### src/ifeb_pkg.sv
/*
 * Constants, register map and field positions of the interrupt flag and
 * enable bank, plus the one-register storage cell it is built from.
 * Assumes a single system clock and an asynchronous active-low reset.
 */
`timescale 1ns/10ps
`default_nettype none

// ============================================================
// Package
// ============================================================
package ifeb_pkg;

	// Register byte offsets on the AHB-Lite slave
	localparam logic [11:0] FLAG_STATUS_SIX_OFS     = 12'h000;
	localparam logic [11:0] FLAG_STATUS_SEVEN_OFS   = 12'h004;
	localparam logic [11:0] ENABLE_CONTROL_ZERO_OFS = 12'h008;
	localparam int          ADDR_W                  = 12;

	// Value of every register after power-on reset
	localparam logic [15:0] REG_RESET = 16'h0000;

	// Sixth flag register fields
	localparam int ADC_PAIR1_DONE_FLAG_BIT = 15;
	localparam int ADC_PAIR0_DONE_FLAG_BIT = 14;
	localparam int COMPARATOR4_FLAG_BIT    = 9;
	localparam int COMPARATOR3_FLAG_BIT    = 8;
	localparam int COMPARATOR2_FLAG_BIT    = 7;
	localparam int PWM_GEN4_FLAG_BIT       = 1;
	localparam int PWM_GEN3_FLAG_BIT       = 0;

	// Seventh flag register fields
	localparam int ADC_PAIR6_DONE_FLAG_BIT = 4;
	localparam int ADC_PAIR5_DONE_FLAG_BIT = 3;
	localparam int ADC_PAIR4_DONE_FLAG_BIT = 2;
	localparam int ADC_PAIR3_DONE_FLAG_BIT = 1;
	localparam int ADC_PAIR2_DONE_FLAG_BIT = 0;

	// Enable register fields
	localparam int ADC_COMPLETE_ENABLE_BIT = 13;
	localparam int UART_TX_ENABLE_BIT      = 12;
	localparam int UART_RX_ENABLE_BIT      = 11;
	localparam int SPI_EVENT_ENABLE_BIT    = 10;
	localparam int SPI_FAULT_ENABLE_BIT    = 9;
	localparam int TIMER3_ENABLE_BIT       = 8;
	localparam int TIMER2_ENABLE_BIT       = 7;
	localparam int COMPARE_CH2_ENABLE_BIT  = 6;
	localparam int CAPTURE_CH2_ENABLE_BIT  = 5;
	localparam int TIMER1_ENABLE_BIT       = 3;
	localparam int COMPARE_CH1_ENABLE_BIT  = 2;
	localparam int CAPTURE_CH1_ENABLE_BIT  = 1;
	localparam int EXT_IRQ0_ENABLE_BIT     = 0;

	// Implemented positions; all others read as zero
	localparam logic [15:0] FLAG_SIX_IMPL = 16'hc383;
	localparam logic [15:0] FLAG_SEVEN_IMPL = 16'h001f;
	localparam logic [15:0] ENABLE_ZERO_IMPL = 16'h3fef;

	// AHB transfer types and sizes used by the slave
	localparam logic [1:0] HTRANS_NONSEQ = 2'h2;
	localparam logic [2:0] HSIZE_BYTE    = 3'h0;
	localparam logic [2:0] HSIZE_HALF    = 3'h1;

endpackage : ifeb_pkg

// ============================================================
// Storage cell: one 16-bit register, software write, event set
// ============================================================
module ifeb_reg16
	import ifeb_pkg::*;
#(
	parameter logic [15:0] MASK = 16'hffff
) (
	input  wire logic        clock,
	input  wire logic        rstn,
	input  wire logic [15:0] wr_lanes,
	input  wire logic [15:0] wdata,
	input  wire logic [15:0] set,
	output logic      [15:0] q,
	output logic      [15:0] next_q
);

	// Written lanes take the bus value, event sets win over any clear
	always_comb begin
		next_q = MASK & (((q & ~wr_lanes) | (wdata & wr_lanes)) | set);
	end

	// Storage, zero after power-on reset
	always_ff @(posedge clock or negedge rstn) begin
		if (!rstn) begin
			q <= REG_RESET;
		end else begin
			q <= next_q;
		end
	end

endmodule : ifeb_reg16

`default_nettype wire

### src/ifeb_bank.sv
/*
 * Interrupt flag and enable bank: two flag-status registers and one
 * enable register behind an AHB-Lite slave, with qualified requests.
 * Assumes event, flag and enable inputs come from logic on the same
 * clock, so none of them is synchronised here.
 */
// The AHB-Lite interface to the registers and the address map were chosen for this implementation.
// Notes on behaviour
// Flag six bits 15,14: ADC pairs 1,0.
// Flag six bits 9,8,7: comparators 4,3,2.
// Flag six bits 1,0: PWM generators 4,3.
// Unused positions of all three read zero.
// Flag seven bits 4..0: ADC pairs 6..2.
// Flag reads one once request occurred.
// Implemented bits read/write, zero after reset.
// Enable bits 13,12,11: ADC, UART TX, RX.
// Enable bits 10,9: SPI event, SPI fault.
// Enable bits 8,7,3: timers 3,2,1.
// Enable bits 6,5,2,1: compare/capture channels.
// Enable bit 0: external interrupt zero.
// Enable one permits, zero blocks request.
// Qualified request is flag AND enable.
// Absent sources behave as unused zero bits.
`timescale 1ns/10ps
`default_nettype none

module ifeb_bank
	import ifeb_pkg::*;
#(
	// Per-source presence masks, one bit per register position
	parameter logic [15:0] PRESENT_SIX   = FLAG_SIX_IMPL,
	parameter logic [15:0] PRESENT_SEVEN = FLAG_SEVEN_IMPL,
	parameter logic [15:0] PRESENT_ZERO  = ENABLE_ZERO_IMPL
) (
	input  wire logic        clock,
	input  wire logic        rstn,
	// AHB-Lite slave
	input  wire logic        hsel,
	input  wire logic [31:0] haddr,
	input  wire logic [1:0]  htrans,
	input  wire logic        hwrite,
	input  wire logic [2:0]  hsize,
	input  wire logic [31:0] hwdata,
	input  wire logic        hready,
	output logic             hreadyout,
	output logic             hresp,
	output logic      [31:0] hrdata,
	// Event pulses that set flags of registers six and seven
	input  wire logic [15:0] event_six,
	input  wire logic [15:0] event_seven,
	// Enables for registers six and seven, held elsewhere
	input  wire logic [15:0] enable_six,
	input  wire logic [15:0] enable_seven,
	// Flags matching the enable register, held elsewhere
	input  wire logic [15:0] flag_zero,
	// Qualified requests toward the priority logic
	output logic      [15:0] request_six,
	output logic      [15:0] request_seven,
	output logic      [15:0] request_zero
);

	// ============================================================
	// Effective masks
	// ============================================================

	// presence masks
	// Absent sources drop out of storage, read-back and requests alike.
	localparam logic [15:0] MASK_SIX   = FLAG_SIX_IMPL & PRESENT_SIX;
	localparam logic [15:0] MASK_SEVEN = FLAG_SEVEN_IMPL & PRESENT_SEVEN;
	localparam logic [15:0] MASK_ZERO  = ENABLE_ZERO_IMPL & PRESENT_ZERO;

	// ============================================================
	// AHB-Lite address phase capture
	// ============================================================

	logic              dp_write;
	logic [ADDR_W-1:0] dp_addr;
	logic [3:0]        dp_strobe;
	logic              ap_take;
	logic [3:0]        ap_strobe;

	// Only non-sequential or sequential transfers with bus ready count
	assign ap_take = hsel & hready & htrans[1];

	// Byte lanes of the transfer, so narrow writes touch only their bytes
	always_comb begin
		unique case (hsize)
			HSIZE_BYTE: ap_strobe = 4'h1 << haddr[1:0];
			HSIZE_HALF: ap_strobe = haddr[1] ? 4'hc : 4'h3;
			default:    ap_strobe = 4'hf;
		endcase
	end

	// Write data phase state, held while hready is low; dp_write cleared when no write is taken, address and lanes loaded on every hready cycle
	always_ff @(posedge clock or negedge rstn) begin
		if (!rstn) begin
			dp_write  <= 1'b0;
			dp_addr   <= '0;
			dp_strobe <= 4'h0;
		end else if (hready) begin
			dp_write  <= ap_take & hwrite;
			dp_addr   <= haddr[ADDR_W-1:0];
			dp_strobe <= ap_strobe;
		end
	end

	// ============================================================
	// Write decode
	// ============================================================

	logic [15:0] lanes;
	logic [15:0] wr_six;
	logic [15:0] wr_seven;
	logic [15:0] wr_zero;
	logic [15:0] wdata;

	// Registers sit in the low half of each word; upper lanes ignored
	assign lanes = {{8{dp_strobe[1]}}, {8{dp_strobe[0]}}};
	assign wdata = hwdata[15:0];

	// software write paths
	always_comb begin
		wr_six   = 16'h0000;
		wr_seven = 16'h0000;
		wr_zero  = 16'h0000;
		if (dp_write) begin
			unique case ({dp_addr[ADDR_W-1:2], 2'b00})
				FLAG_STATUS_SIX_OFS:     wr_six   = lanes;
				FLAG_STATUS_SEVEN_OFS:   wr_seven = lanes;
				ENABLE_CONTROL_ZERO_OFS: wr_zero  = lanes;
				default:                 ;
			endcase
		end
	end

	// ============================================================
	// Registers
	// ============================================================

	logic [15:0] flag_status_six;
	logic [15:0] flag_status_seven;
	logic [15:0] enable_control_zero;
	logic [15:0] next_flag_status_six;
	logic [15:0] next_flag_status_seven;
	logic [15:0] next_enable_control_zero;

	// pair done flags at 15 and 14
	// comparator flags at 9, 8 and 7
	// PWM generator flags at 1 and 0
	// event sets flag, sticky
	// unused bits masked off
	ifeb_reg16 #(
		.MASK (MASK_SIX)
	) u_flag_six (
		.clock    (clock),
		.rstn     (rstn),
		.wr_lanes (wr_six),
		.wdata    (wdata),
		.set      (event_six),
		.q        (flag_status_six),
		.next_q   (next_flag_status_six)
	);

	// pairs six to two
	// event sets flag, sticky
	ifeb_reg16 #(
		.MASK (MASK_SEVEN)
	) u_flag_seven (
		.clock    (clock),
		.rstn     (rstn),
		.wr_lanes (wr_seven),
		.wdata    (wdata),
		.set      (event_seven),
		.q        (flag_status_seven),
		.next_q   (next_flag_status_seven)
	);

	// ADC and UART enables
	// SPI event and fault
	// three timer enables
	// capture/compare enables
	// external interrupt zero
	// Enables have no hardware setter; software alone changes them.
	ifeb_reg16 #(
		.MASK (MASK_ZERO)
	) u_enable_zero (
		.clock    (clock),
		.rstn     (rstn),
		.wr_lanes (wr_zero),
		.wdata    (wdata),
		.set      (16'h0000),
		.q        (enable_control_zero),
		.next_q   (next_enable_control_zero)
	);

	// ============================================================
	// Read path
	// ============================================================

	logic [15:0] rd_value;

	// Next values are read so a write just before a read is seen at once
	always_comb begin
		unique case ({haddr[ADDR_W-1:2], 2'b00})
			FLAG_STATUS_SIX_OFS:     rd_value = next_flag_status_six;
			FLAG_STATUS_SEVEN_OFS:   rd_value = next_flag_status_seven;
			ENABLE_CONTROL_ZERO_OFS: rd_value = next_enable_control_zero;
			default:                 rd_value = 16'h0000;
		endcase
	end

	// upper half reads zero
	// Read data loaded at the address phase edge, zero wait states
	always_ff @(posedge clock or negedge rstn) begin
		if (!rstn) begin
			hrdata <= 32'h0000_0000;
		end else if (ap_take & ~hwrite) begin
			hrdata <= {16'h0000, rd_value};
		end
	end

	// hreadyout low only until the first clock after reset; never errors; unmapped words read zero
	always_ff @(posedge clock or negedge rstn) begin
		if (!rstn) begin
			hreadyout <= 1'b0;
			hresp     <= 1'b0;
		end else begin
			hreadyout <= 1'b1;
			hresp     <= 1'b0;
		end
	end

	// ============================================================
	// Qualified requests
	// ============================================================

	// flag AND enable
	// enable gates request
	// Registered, so requests trail the flag by one clock.
	always_ff @(posedge clock or negedge rstn) begin
		if (!rstn) begin
			request_six   <= 16'h0000;
			request_seven <= 16'h0000;
			request_zero  <= 16'h0000;
		end else begin
			request_six   <= flag_status_six & enable_six;
			request_seven <= flag_status_seven & enable_seven;
			request_zero  <= flag_zero & enable_control_zero;
		end
	end

endmodule : ifeb_bank

`default_nettype wire

### config.mk
export PLATFORM = sky130hd
export DESIGN_NAME = ifeb_bank
export DESIGN_NICKNAME = d
export VERILOG_FILES = /design/src/ifeb_pkg.sv /design/src/ifeb_bank.sv
export SDC_FILE = /design/constraint.sdc
export NUM_CORES = 1
export LEC_CHECK = 0
export BUFFER_PORTS_ARGS = -buffer_cell sky130_fd_sc_hd__buf_4
export CAP_MARGIN = 30
export CORE_MARGIN = 1.5
export CORE_UTILIZATION = 30
export CTS_CLUSTER_SIZE = 10
export DETAILED_ROUTE_END_ITERATION = 12
export PLACE_DENSITY_LB_ADDON = 0.12
export REMOVE_ABC_BUFFERS = 1
export SYNTH_ARGS = -nofsm -noshare
export SYNTH_HDL_FRONTEND = slang
export SYNTH_SLANG_ARGS = --single-unit
### constraint.sdc
create_clock -name clock -period 2.3 [get_ports clock]
set_clock_uncertainty 0.05 [all_clocks]
set_input_delay 0.345 -clock clock [delete_from_list [all_inputs] [get_ports clock]]
set_output_delay 0.345 -clock clock [all_outputs]
set_load 0.03 [all_outputs]
==> results of run 1 <==
## registers in the layout (all words and copies together) (netlist names)
signal / cells
u_flag_seven.q: 5
hreadyout: 1
dp_strobe: 2
request_six: 7
request_zero: 13
hrdata: 16
request_seven: 5
u_flag_six.q: 7
u_enable_zero.q: 13
dp_write: 1
dp_addr: 10
## worst max-delay path, delay by kind of cell (launching register included)
family          cells  cell delay (ns)
buf+inv             1             0.18
flops               1             0.37
simple gates        3             1.02
mux                 1             0.27
compound gates      1             0.25
## layout by cell type (no fill, tap or decap), types with 5 or more instances in the layout
cell / Yosys / final
nand2_1: 8 / 8
nor2_1: 20 / 20
a22o_1: 11 / 11
clkbuf_16: 0 / 9
and2_1: 30 / 30
mux2i_1: 10 / 9
conb_1: 2 / 41
a211o_1: 5 / 5
buf_4: 40 / 126
mux2_2: 20 / 19
inv_1: 5 / 5
dfrtp_1: 80 / 80
## per-layer routing
layer / routed length (µm) / vias to the layer above / share of wire (%)
met2: 3490 / 96 / 47
met1: 3230 / 1140 / 44
met5: 0 / - / 0
li1: - / 1120 / -
met4: 86 / 0 / 1.2
met3: 592 / 6 / 8.0
## path summary, 6_finish.rpt
| check | start | endpoint | slack [ns] |
|---|---|---|---|
| min in group asynchronous | rstn | request_seven[4] | 0.48 |
| worst max-delay path | dp_addr[5] | hrdata[2] | 0.05 |
| worst min-delay path | enable_seven[4] | request_seven[4] | 0.18 |
| worst min register to register | u_flag_six.q[15] | request_six[15] | 0.42 |
| max in group asynchronous | rstn | hrdata[8] | 1.11 |
| worst max register to register | dp_addr[5] | hrdata[2] | 0.05 |
## area by class of cell
type / instances / area share [%]
clock inverters: 6 / 1.30
multi-input cells: 179 / 25.8
repair buffers: 131 / 21.4
flip-flops and latches: 80 / 42.5
inverters: 5 / 0.399
well taps: 140 / 3.72
clock buffers: 9 / 4.78
## per-stage QoR
step / util, % / setup TNS [ns] / power (W) / worst slack (ns) / hold slack, ns
2_1_floorplan: - / 0 / 0.00172 / 0.0966 / -0.000591
3_3_place_gp: 39.9 / -0.0527 / 0.00192 / -0.0283 / 0.311
3_5_place_dp: 39.9 / -0.125 / 0.00192 / -0.0629 / 0.314
4_1_cts: 42.7 / -0.000472 / 0.00332 / -0.000472 / 0.167
5_1_grt: 43.1 / -0.198 / 0.00343 / -0.0719 / 0.166
6_report: 43.1 / 0 / 0.00327 / 0.0454 / 0.177
## repair_timing
action | 4_1_cts | 5_1_grt
pin swaps | 4 | 1
setup endpoints to repair | 2 | 12
resized for setup | 1 | 5
hold buffers | 1 | 0
endpoints found under the hold margin | 38 | 0
cloned | 0 | 0
buffers inserted | 2 | 2
## cell families (layout without fill, tap and decap cells)
kind of cell / after synthesis / count (layout) / share of synthesized area (%)
simple gates: 81 / 81 / 14.9
flops: 80 / 80 / 59.0
buf+inv: 49 / 151 / 9.85
mux: 30 / 30 / 9.59
compound gates: 27 / 27 / 6.49
other cells: 2 / 41 / 0.221
## power groups by stage
stage               logic (W)  registers (W)  clock network [W]
global placement     0.000396        0.00152                  0
floorplan            0.000157        0.00157                  0
CTS                  0.000404        0.00150            0.00142
detailed placement   0.000401        0.00152                  0
finish               0.000399        0.00150            0.00137
global route         0.000433        0.00150            0.00149
==> impl_metrics.yaml, run 1 <==
outcome:
  status: "completed"
placement:
  dp_cells: 530
  io_buffers: 115
  gp_congestion: 0.680
  placed_area_mm2: 0.00436
  place_hpwl_um: 5510
layout:
  drive_gt1_share_pct: 42.7
  seqCellArea_mm2: 0.00200
  nFillCells: 1067
  diodes: 0
  final_nets: 560
  layoutNonFillerInstCount: 550
  multi_input_area_mm2: 0.00122
  fin_area_mm2: 0.00471
  layout-area-overhead-vs-synth_pct: 38.8
yosys:
  synth_top_area_cell: "dfrtp_1"
  synth_area_leaders: "dfrtp_1 59%, buf_4 8.8%, mux2_2 6.6%"
  yosysSeqAreaShare_pct: 59.0
  ys_async_sr_fraction_pct: 100
  synth_area_mm2: 0.00339
  synth_top_cell_area_share_pct: 59.0
  avgSynthCellArea_um2: 12.6
  synthCells: 269
  yosysMostFrequentCell: "dfrtp_1"
  synth_edf_count: 0
  ys_ff_latch: 80
  synth_ff_type: "dfrtp_1"
  synth_common_cells: "80 x dfrtp_1, 40 x buf_4, 30 x and2_1, 20 x mux2_2, 20 x nor2_1"
  synthDistinctLibCells: 31
  yosysWarningCount: 0
detailed_routing:
  drc_errors: 0
  postRouteAntennaNets: 0
  first_pass_iters: 4
  drt_iter0_drc: 58
  vias: 2362
  viasPerCell: 4.29
  wl_per_cell_um: 13.4
  routed_wl_um: 7400
clock_tree:
  cts_tree: "done"
  ctsRootBufferMaster: "clkbuf_16"
  numCtsBuffers: 9
  cts_max_level: 3
  clock_latency_ns: 0.33
  cts_sinks: 80
  clk_pin_slew_ns: 0.06
  clock_path_buffers: 2
critical_path:
  max_stage_delay_ns: 0.56
  crit_required_ns: 2.46
  crit_chain: "or4_4, nor4_4, nand3_2, buf_6, mux2_2, a211o_1"
  worst_path_max_delay_cell: "or4_4"
  worstPathArrival_ns: 2.41
  endpoint_kind: "flip-flop"
  crit_fanout: 4
  start_kind: "flip-flop"
  rr_worst_depth: 6
  critical_path_class: "reg -> reg"
pwr:
  netSwitchingFraction_pct: 24.8
  p_per_area_mw_per_mm2: 694
  clockPowerShare_pct: 42.0
  pwr-share-comb_pct: 12.2
  leakage_nw: 2.26
  p_seq_share_pct: 45.8
  p_int_w: 0.00246
  p_sw_w: 0.000810
  vdd_drop_max_mv: 0.289
sta:
  slew_violations: 0
  setup_viol: 0
  worstMarginPinSlew_ns: 0.529
  hold_viol_final: 0
  min_period_ns: 2.25
  period_share_pct: 98.0
  fmax_mhz: 444
  rsz0062_at_grt: "yes"
  maxSlewHeadroom_pct: 64.7
floorplanning:
  ios: 236
  num_rows: 38
  initial_core_util_pct: 31.0
  dieArea_mm2: 0.0120
  fp.dieH_um: 109
  core_area_mm2: 0.0109
  dieWidth_um: 109
grt:
  grt_pass1_wl_um: 11200
  antenna_found_initial: 0
  grt_pass1_vias: 2215
  grt_max_degree: 43
  gr-usage-met1_pct: 16.9
  overflow: 0
  use_met2_pct: 19.4
  grtUsageMet3_pct: 4.33
  grt_use_total_pct: 12.7
  grt.busiest_layer: "met2"
worst_hold_path:
  holdPathStages: 2
  hp-class: "in -> reg"
flow_run:
  drv_cap: 0
(Power assumes the default switching activity.)
==> inputs of run 2 (changes only) <==
--- a/config.mk
+++ b/config.mk
@@ -5,6 +5,7 @@
 export SDC_FILE = /design/constraint.sdc
 export NUM_CORES = 1
 export LEC_CHECK = 0
+export ABC_AREA = 1
 export BUFFER_PORTS_ARGS = -buffer_cell sky130_fd_sc_hd__buf_4
 export CAP_MARGIN = 30
 export CORE_MARGIN = 1.5
@@ -13,6 +14,7 @@
 export DETAILED_ROUTE_END_ITERATION = 12
 export PLACE_DENSITY_LB_ADDON = 0.12
 export REMOVE_ABC_BUFFERS = 1
+export SETUP_SLACK_MARGIN = 0.1
 export SYNTH_ARGS = -nofsm -noshare
 export SYNTH_HDL_FRONTEND = slang
 export SYNTH_SLANG_ARGS = --single-unit
==> run 2 against run 1 <==
Against the previous run: cell count grew 29%; worst setup slack better by 0.44 ns; register-to-register slack better by 0.44 ns; non-clock buffer count decreased by 12; worst hold slack worse by 0.028 ns.
==> impl_metrics.yaml, run 2 <==
outcome:
  status: "completed"
yosys:
  synthDistinctLibCells: 32
  ys_ff_latch: 80
  yosysMostFrequentCell: "nand2_1"
  synth_area_mm2: 0.00373
  synth_edf_count: 0
  synth_area_leaders: "dfrtp_1 54%, nand2_1 11%, buf_4 8.1%"
  synth_ff_type: "dfrtp_1"
  ys_async_sr_fraction_pct: 100
  yosysWarningCount: 0
  synth_common_cells: "114 x nand2_1, 80 x dfrtp_1, 67 x inv_1, 40 x buf_4, 14 x nand3_1"
  avgSynthCellArea_um2: 8.96
  yosysSeqAreaShare_pct: 53.7
  synth_top_cell_area_share_pct: 53.7
  synthCells: 416
  synth_top_area_cell: "dfrtp_1"
detailed_routing:
  viasPerCell: 4.06
  drt_iter0_drc: 104
  postRouteAntennaNets: 0
  drc_errors: 0
  first_pass_iters: 4
  routed_wl_um: 8610
  wl_per_cell_um: 12.1
  vias: 2888
layout:
  top_register: "hrdata"
  utilization_pct: 41.0
  multi_input_area_mm2: 0.00126
  layout-area-overhead-vs-synth_pct: 32.8
  mostFrequentLayoutCells: "117 x buf_4, 114 x nand2_1, 80 x dfrtp_1"
  largest_register_ffs: 16
  reg_top3: "hrdata: 16 flops, request_zero: 13 flops, u_enable_zero.q: 13 flops"
  final_nets: 693
  drive_gt1_share_pct: 29.6
  nFillCells: 1223
  seqCellArea_mm2: 0.00200
  layout_commonest_cell: "buf_4"
  layoutNonFillerInstCount: 712
  diodes: 0
  fin_area_mm2: 0.00495
sta:
  fmax_mhz: 552
  hold_viol_final: 0
  period_share_pct: 78.7
  slew_violations: 0
  rsz0062_at_grt: "no"
  fin_tns_setup_ns: 0
  setup_viol: 0
  min_period_ns: 1.81
clock_tree:
  postCtsResizedCells: 0
  ctsRootBufferMaster: "clkbuf_16"
  cts_sinks: 80
  clock_latency_ns: 0.33
  clock_path_buffers: 2
  clk_pin_slew_ns: 0.06
  cts_max_level: 3
  cts_tree: "done"
  numCtsBuffers: 9
pwr:
  p_seq_share_pct: 44.5
  netSwitchingFraction_pct: 24.7
  vdd_drop_max_mv: 0.276
  clockPowerShare_pct: 43.2
  leakage_nw: 2.82
  finalPower_w: 0.00332
  p_int_w: 0.00250
  pwr-share-comb_pct: 12.3
  p_per_area_mw_per_mm2: 671
  p_sw_w: 0.000820
grt:
  antenna_found_initial: 0
  overflow: 0
  grt_pass1_vias: 2749
  grt_max_degree: 53
  grt_use_total_pct: 13.6
  grt_pass1_wl_um: 13400
placement:
  dp_cells: 695
  place_hpwl_um: 6470
  gp_congestion: 0.723
  placed_area_mm2: 0.00464
  io_buffers: 115
floorplanning:
  initial_core_util_pct: 30.9
  num_rows: 40
  dieWidth_um: 114
  ios: 236
  dieArea_mm2: 0.0131
  fp.dieH_um: 114
  core_area_mm2: 0.0121
worst_hold_path:
  hp-start: "flag_zero[12]"
  holdPathEnd: "request_zero[12]"
  hp-class: "in -> reg"
  holdPathStages: 3
critical_path:
  worstPathArrival_ns: 1.98
  crit_fanout: 12
  start_kind: "flip-flop"
  r2r-end: "hrdata[0]"
  rr_worst_depth: 11
  startpoint: "dp_addr[7]"
  r2r_slack_ns: 0.49
  endpoint_kind: "flip-flop"
  critical_path_class: "reg -> reg"
  r2r-start: "dp_addr[7]"
  crit_required_ns: 2.47
flow_run:
  drv_cap: 0
## run 2: what timing repair did
item / in CTS / in global routing
hold buffers: 1 / 0
endpoints found under the hold margin: 28 / 0
buffers inserted: 0 / 0
## run 2: critical path, cell delays in order, from the launching register on
cell and delay [ns]:
dfrtp_1 0.38, nor2_1 0.14, nand2_2 0.10, nor2_8 0.24, buf_4 0.20, nand2_2 0.12, nand2_1 0.09, nand3b_1 0.10
nand2_1 0.08, nand3_1 0.08, nand2_1 0.06, nand2_1 0.04
## run 2: kinds of logic after synthesis
| kind of cell | after synthesis | synth area share, % |
|---|---|---|
| AND/OR/NAND/NOR | 184 | 24.0 |
| other | 2 | 0.202 |
| AO/OA/AOI/OAI | 33 | 5.67 |
| buffers and inverters | 117 | 16.4 |
| flip-flops | 80 | 53.7 |
## run 2: how the worst max path moves through the flow
stage,end,slack (ns)
finish,hrdata[0],0.49
floorplan,hrdata[7],0.73
CTS,hrdata[7],0.44
global placement,hrdata[7],0.47
global route,hrdata[7],0.31
detailed placement,hrdata[7],0.46
## run 2: power by group through the flow
stage	clock (W)	combinational (W)	sequential, W
4_1_cts	0.00148	0.000415	0.00148
3_3_place_gp	0	0.000409	0.00150
2_1_floorplan	0	0.000179	0.00154
6_report	0.00143	0.000408	0.00148
3_5_place_dp	0	0.000412	0.00150
5_1_grt	0.00155	0.000449	0.00148
## run 2: per-layer routing
layer | vias to the layer above | part of all wire [%] | GRT usage (%)
li1 | 1449 | - | -
met1 | 1325 | 45 | 17.6
met2 | 109 | 47 | 21.3
met3 | 5 | 7.1 | 4.29
met4 | 0 | 0.92 | 5.17
met5 | - | 0 | 0
## run 2: per-stage QoR
step,hold slack [ns],setup WS (ns)
after floorplan,-0.000591,0.734
after global placement,0.256,0.467
after detailed placement,0.256,0.460
after CTS,0.136,0.441
after global routing,0.139,0.309
final,0.150,0.490
## run 2: final cells by class
class / instances / area share [%]
well taps: 168 / 4.25
clock inverters: 2 / 0.759
inverters: 71 / 5.39
clock buffers: 14 / 5.34
multi-input cells: 258 / 25.4
repair buffers: 119 / 18.4
flip-flops and latches: 80 / 40.5
==> inputs of run 3 (changes only) <==
--- a/config.mk
+++ b/config.mk
@@ -5,7 +5,7 @@
 export SDC_FILE = /design/constraint.sdc
 export NUM_CORES = 1
 export LEC_CHECK = 0
-export ABC_AREA = 1
+export ABC_AREA = 0
 export BUFFER_PORTS_ARGS = -buffer_cell sky130_fd_sc_hd__buf_4
 export CAP_MARGIN = 30
 export CORE_MARGIN = 1.5
==> constraint.sdc (replaced) <==
create_clock -name clock -period 1.8 [get_ports clock]
set_clock_uncertainty 0.05 [all_clocks]
set_input_delay 0.27 -clock clock [delete_from_list [all_inputs] [get_ports clock]]
set_output_delay 0.27 -clock clock [all_outputs]
set_load 0.03 [all_outputs]
==> run 3 against run 2 <==
Against the previous run: the flow now finishes with violations (negative setup slack); die area is 8.7% lower; cell count fell by 21%; critical path depth shrank 5; clock power up 14%; clock-buffer cell count is 4 lower; routed wire length decreased by 8.3%; worst setup slack worse by 0.94 ns; via count shrank 16%; maximum frequency shrank 19%; register-to-register slack lost 0.94 ns; non-clock buffer count is 28 higher; critical path type unchanged; critical endpoint is now hrdata[3]; largest power group unchanged.
==> impl_metrics.yaml, run 3 (synthesized netlist as in run 1, its figures left out) <==
worst_hold_path:
  holdPathStages: 2
  hp-start: "enable_seven[0]"
  holdPathEnd: "request_seven[0]"
  hp-class: "in -> reg"
layout:
  utilization_pct: 44.5
  reg_top3: "hrdata: 16 flops, request_zero: 13 flops, u_enable_zero.q: 13 flops"
  top_register: "hrdata"
  layout-area-overhead-vs-synth_pct: 43.3
  layout_commonest_cell: "buf_4"
  drive_gt1_share_pct: 46.5
  diodes: 0
  final_nets: 576
  seqCellArea_mm2: 0.00200
  mostFrequentLayoutCells: "139 x buf_4, 80 x dfrtp_1, 41 x conb_1"
  nFillCells: 1060
  fin_area_mm2: 0.00486
  multi_input_area_mm2: 0.00126
  largest_register_ffs: 16
sta:
  hold_viol_final: 0
  holdWs_ns: 0.0989
  slew_violations: 0
  rsz0062_at_grt: "yes"
  setup_viol: 41
  fmax_mhz: 445
  min_period_ns: 2.25
  period_share_pct: 125
  fin_ws_ns: -0.449
critical_path:
  crit_cells: 6
  critPathBufInv: 1
  endpoint_kind: "flip-flop"
  crit_fanout: 4
  crit_required_ns: 1.96
  start_kind: "flip-flop"
  worst_path_max_delay_cell: "or4_4"
  critical_path_class: "reg -> reg"
  r2r_slack_ns: -0.45
  r2r-end: "hrdata[3]"
  r2r-start: "dp_addr[4]"
  crit_chain: "or4_4, nor4_4, nand3_2, buf_6, mux2_2, a211o_1"
  critical_path.top_delay_family: "simple AND/OR/NAND/NOR gates"
  worstPathArrival_ns: 2.41
  max_stage_delay_ns: 0.57
  rr_worst_depth: 6
grt:
  grt.busiest_layer: "met2"
  gr-usage-met1_pct: 17.5
  grt_pass1_vias: 2399
  grt_use_total_pct: 13.5
  grt_max_degree: 35
  grt_pass1_wl_um: 12000
  use_met2_pct: 21.8
  grtUsageMet3_pct: 2.73
  antenna_found_initial: 0
  overflow: 0
detailed_routing:
  postRouteAntennaNets: 0
  drc_errors: 0
  vias: 2432
  routed_wl_um: 7900
  drt_iter0_drc: 87
  wl_per_cell_um: 14.0
  first_pass_iters: 4
  viasPerCell: 4.30
clock_tree:
  cts_max_level: 3
  cts_sinks: 80
  clock_path_buffers: 2
  cts_tree: "done"
  clk_pin_slew_ns: 0.06
  ctsRootBufferMaster: "clkbuf_16"
  numCtsBuffers: 9
  clock_latency_ns: 0.33
placement:
  placed_area_mm2: 0.00445
  pre_cts_ws_ns: -0.530
  place_hpwl_um: 5900
  io_buffers: 115
  gp_congestion: 0.731
flow_run:
  drv_cap: 0
pwr:
  p_int_w: 0.00303
  vdd_drop_max_mv: 0.430
  leakage_nw: 2.33
  pwr-share-comb_pct: 13.6
  netSwitchingFraction_pct: 25.9
  p_seq_share_pct: 46.5
  p_sw_w: 0.00106
  clockPowerShare_pct: 39.8
  p_per_area_mw_per_mm2: 842
outcome:
  failed_checks: "negative setup slack"
  status: "finished, violations left"
floorplanning:
  initial_core_util_pct: 31.0
  dieArea_mm2: 0.0120
  ios: 236
  fp.dieH_um: 109
  num_rows: 38
  dieWidth_um: 109
  core_area_mm2: 0.0109
==> run 3: cell count changes in the layout (fill, tap and decap cells not counted), sizes merged, moves of 10 or more <==
cell,delta
and2,+26
buf,+28
inv,-65
mux2,+20
mux2i,+10
nand2,-113
nand3,-17
nand4,-10
o21ai,-22
==> run 3: how the worst max path moves through the flow <==
stage               startpoint        end  slack [ns]
floorplan           dp_addr[8]  hrdata[0]       -0.40
global placement    dp_addr[8]  hrdata[2]       -0.49
detailed placement  dp_addr[8]  hrdata[3]       -0.53
CTS                 dp_addr[4]  hrdata[3]       -0.47
global route        dp_addr[4]  hrdata[3]       -0.54
finish              dp_addr[4]  hrdata[3]       -0.45
==> run 3: through the flow <==
step | cells | setup TNS (ns) | power, W
final | 566 | -10.06 | 0.00409
after global routing | 566 | -13.46 | 0.00428
after CTS | 565 | -9.92 | 0.00414
after detailed placement | 542 | -11.25 | 0.00248
after global placement | 542 | -10.67 | 0.00248
after floorplan | 264 | -6.69 | 0.00220
==> run 3: area by class of cell <==
class,instances,area share (%)
clock buffers,10,4.71
clock inverters,5,0.721
inverters,5,0.386
multi-input cells,179,25.9
flip-flops and latches,80,41.2
well taps,140,3.60
repair buffers,147,23.5
==> run 3: layer usage <==
layer / wire length, µm / share of wire [%]
met5: 0 / 0
met4: 141 / 1.8
met3: 495 / 6.3
met2: 3740 / 47
met1: 3520 / 45
==> run 3: power groups by stage <==
stage          Combinational (W)  Sequential (W)  Clock [W]
2_1_floorplan           0.000201         0.00200          0
3_3_place_gp            0.000540         0.00194          0
3_5_place_dp            0.000545         0.00194          0
4_1_cts                 0.000558         0.00191    0.00167
5_1_grt                 0.000605         0.00191    0.00176
6_report                0.000557         0.00190    0.00163
==> run 3: worst register-to-register path, cell delays in order, from the launching register on <==
cell	delay [ns]
dfrtp_1	0.37
or4_4	0.57
nor4_4	0.27
nand3_2	0.18
buf_6	0.17
mux2_2	0.27
a211o_1	0.25
==> run 3: timing repair <==
action,4_1_cts,5_1_grt
setup buffers,7,1
hold buffers,1,0
endpoints found under the hold margin,28,0
resized for setup,10,8
gates cloned,0,0
pin swaps,16,1
setup endpoints to repair,41,41
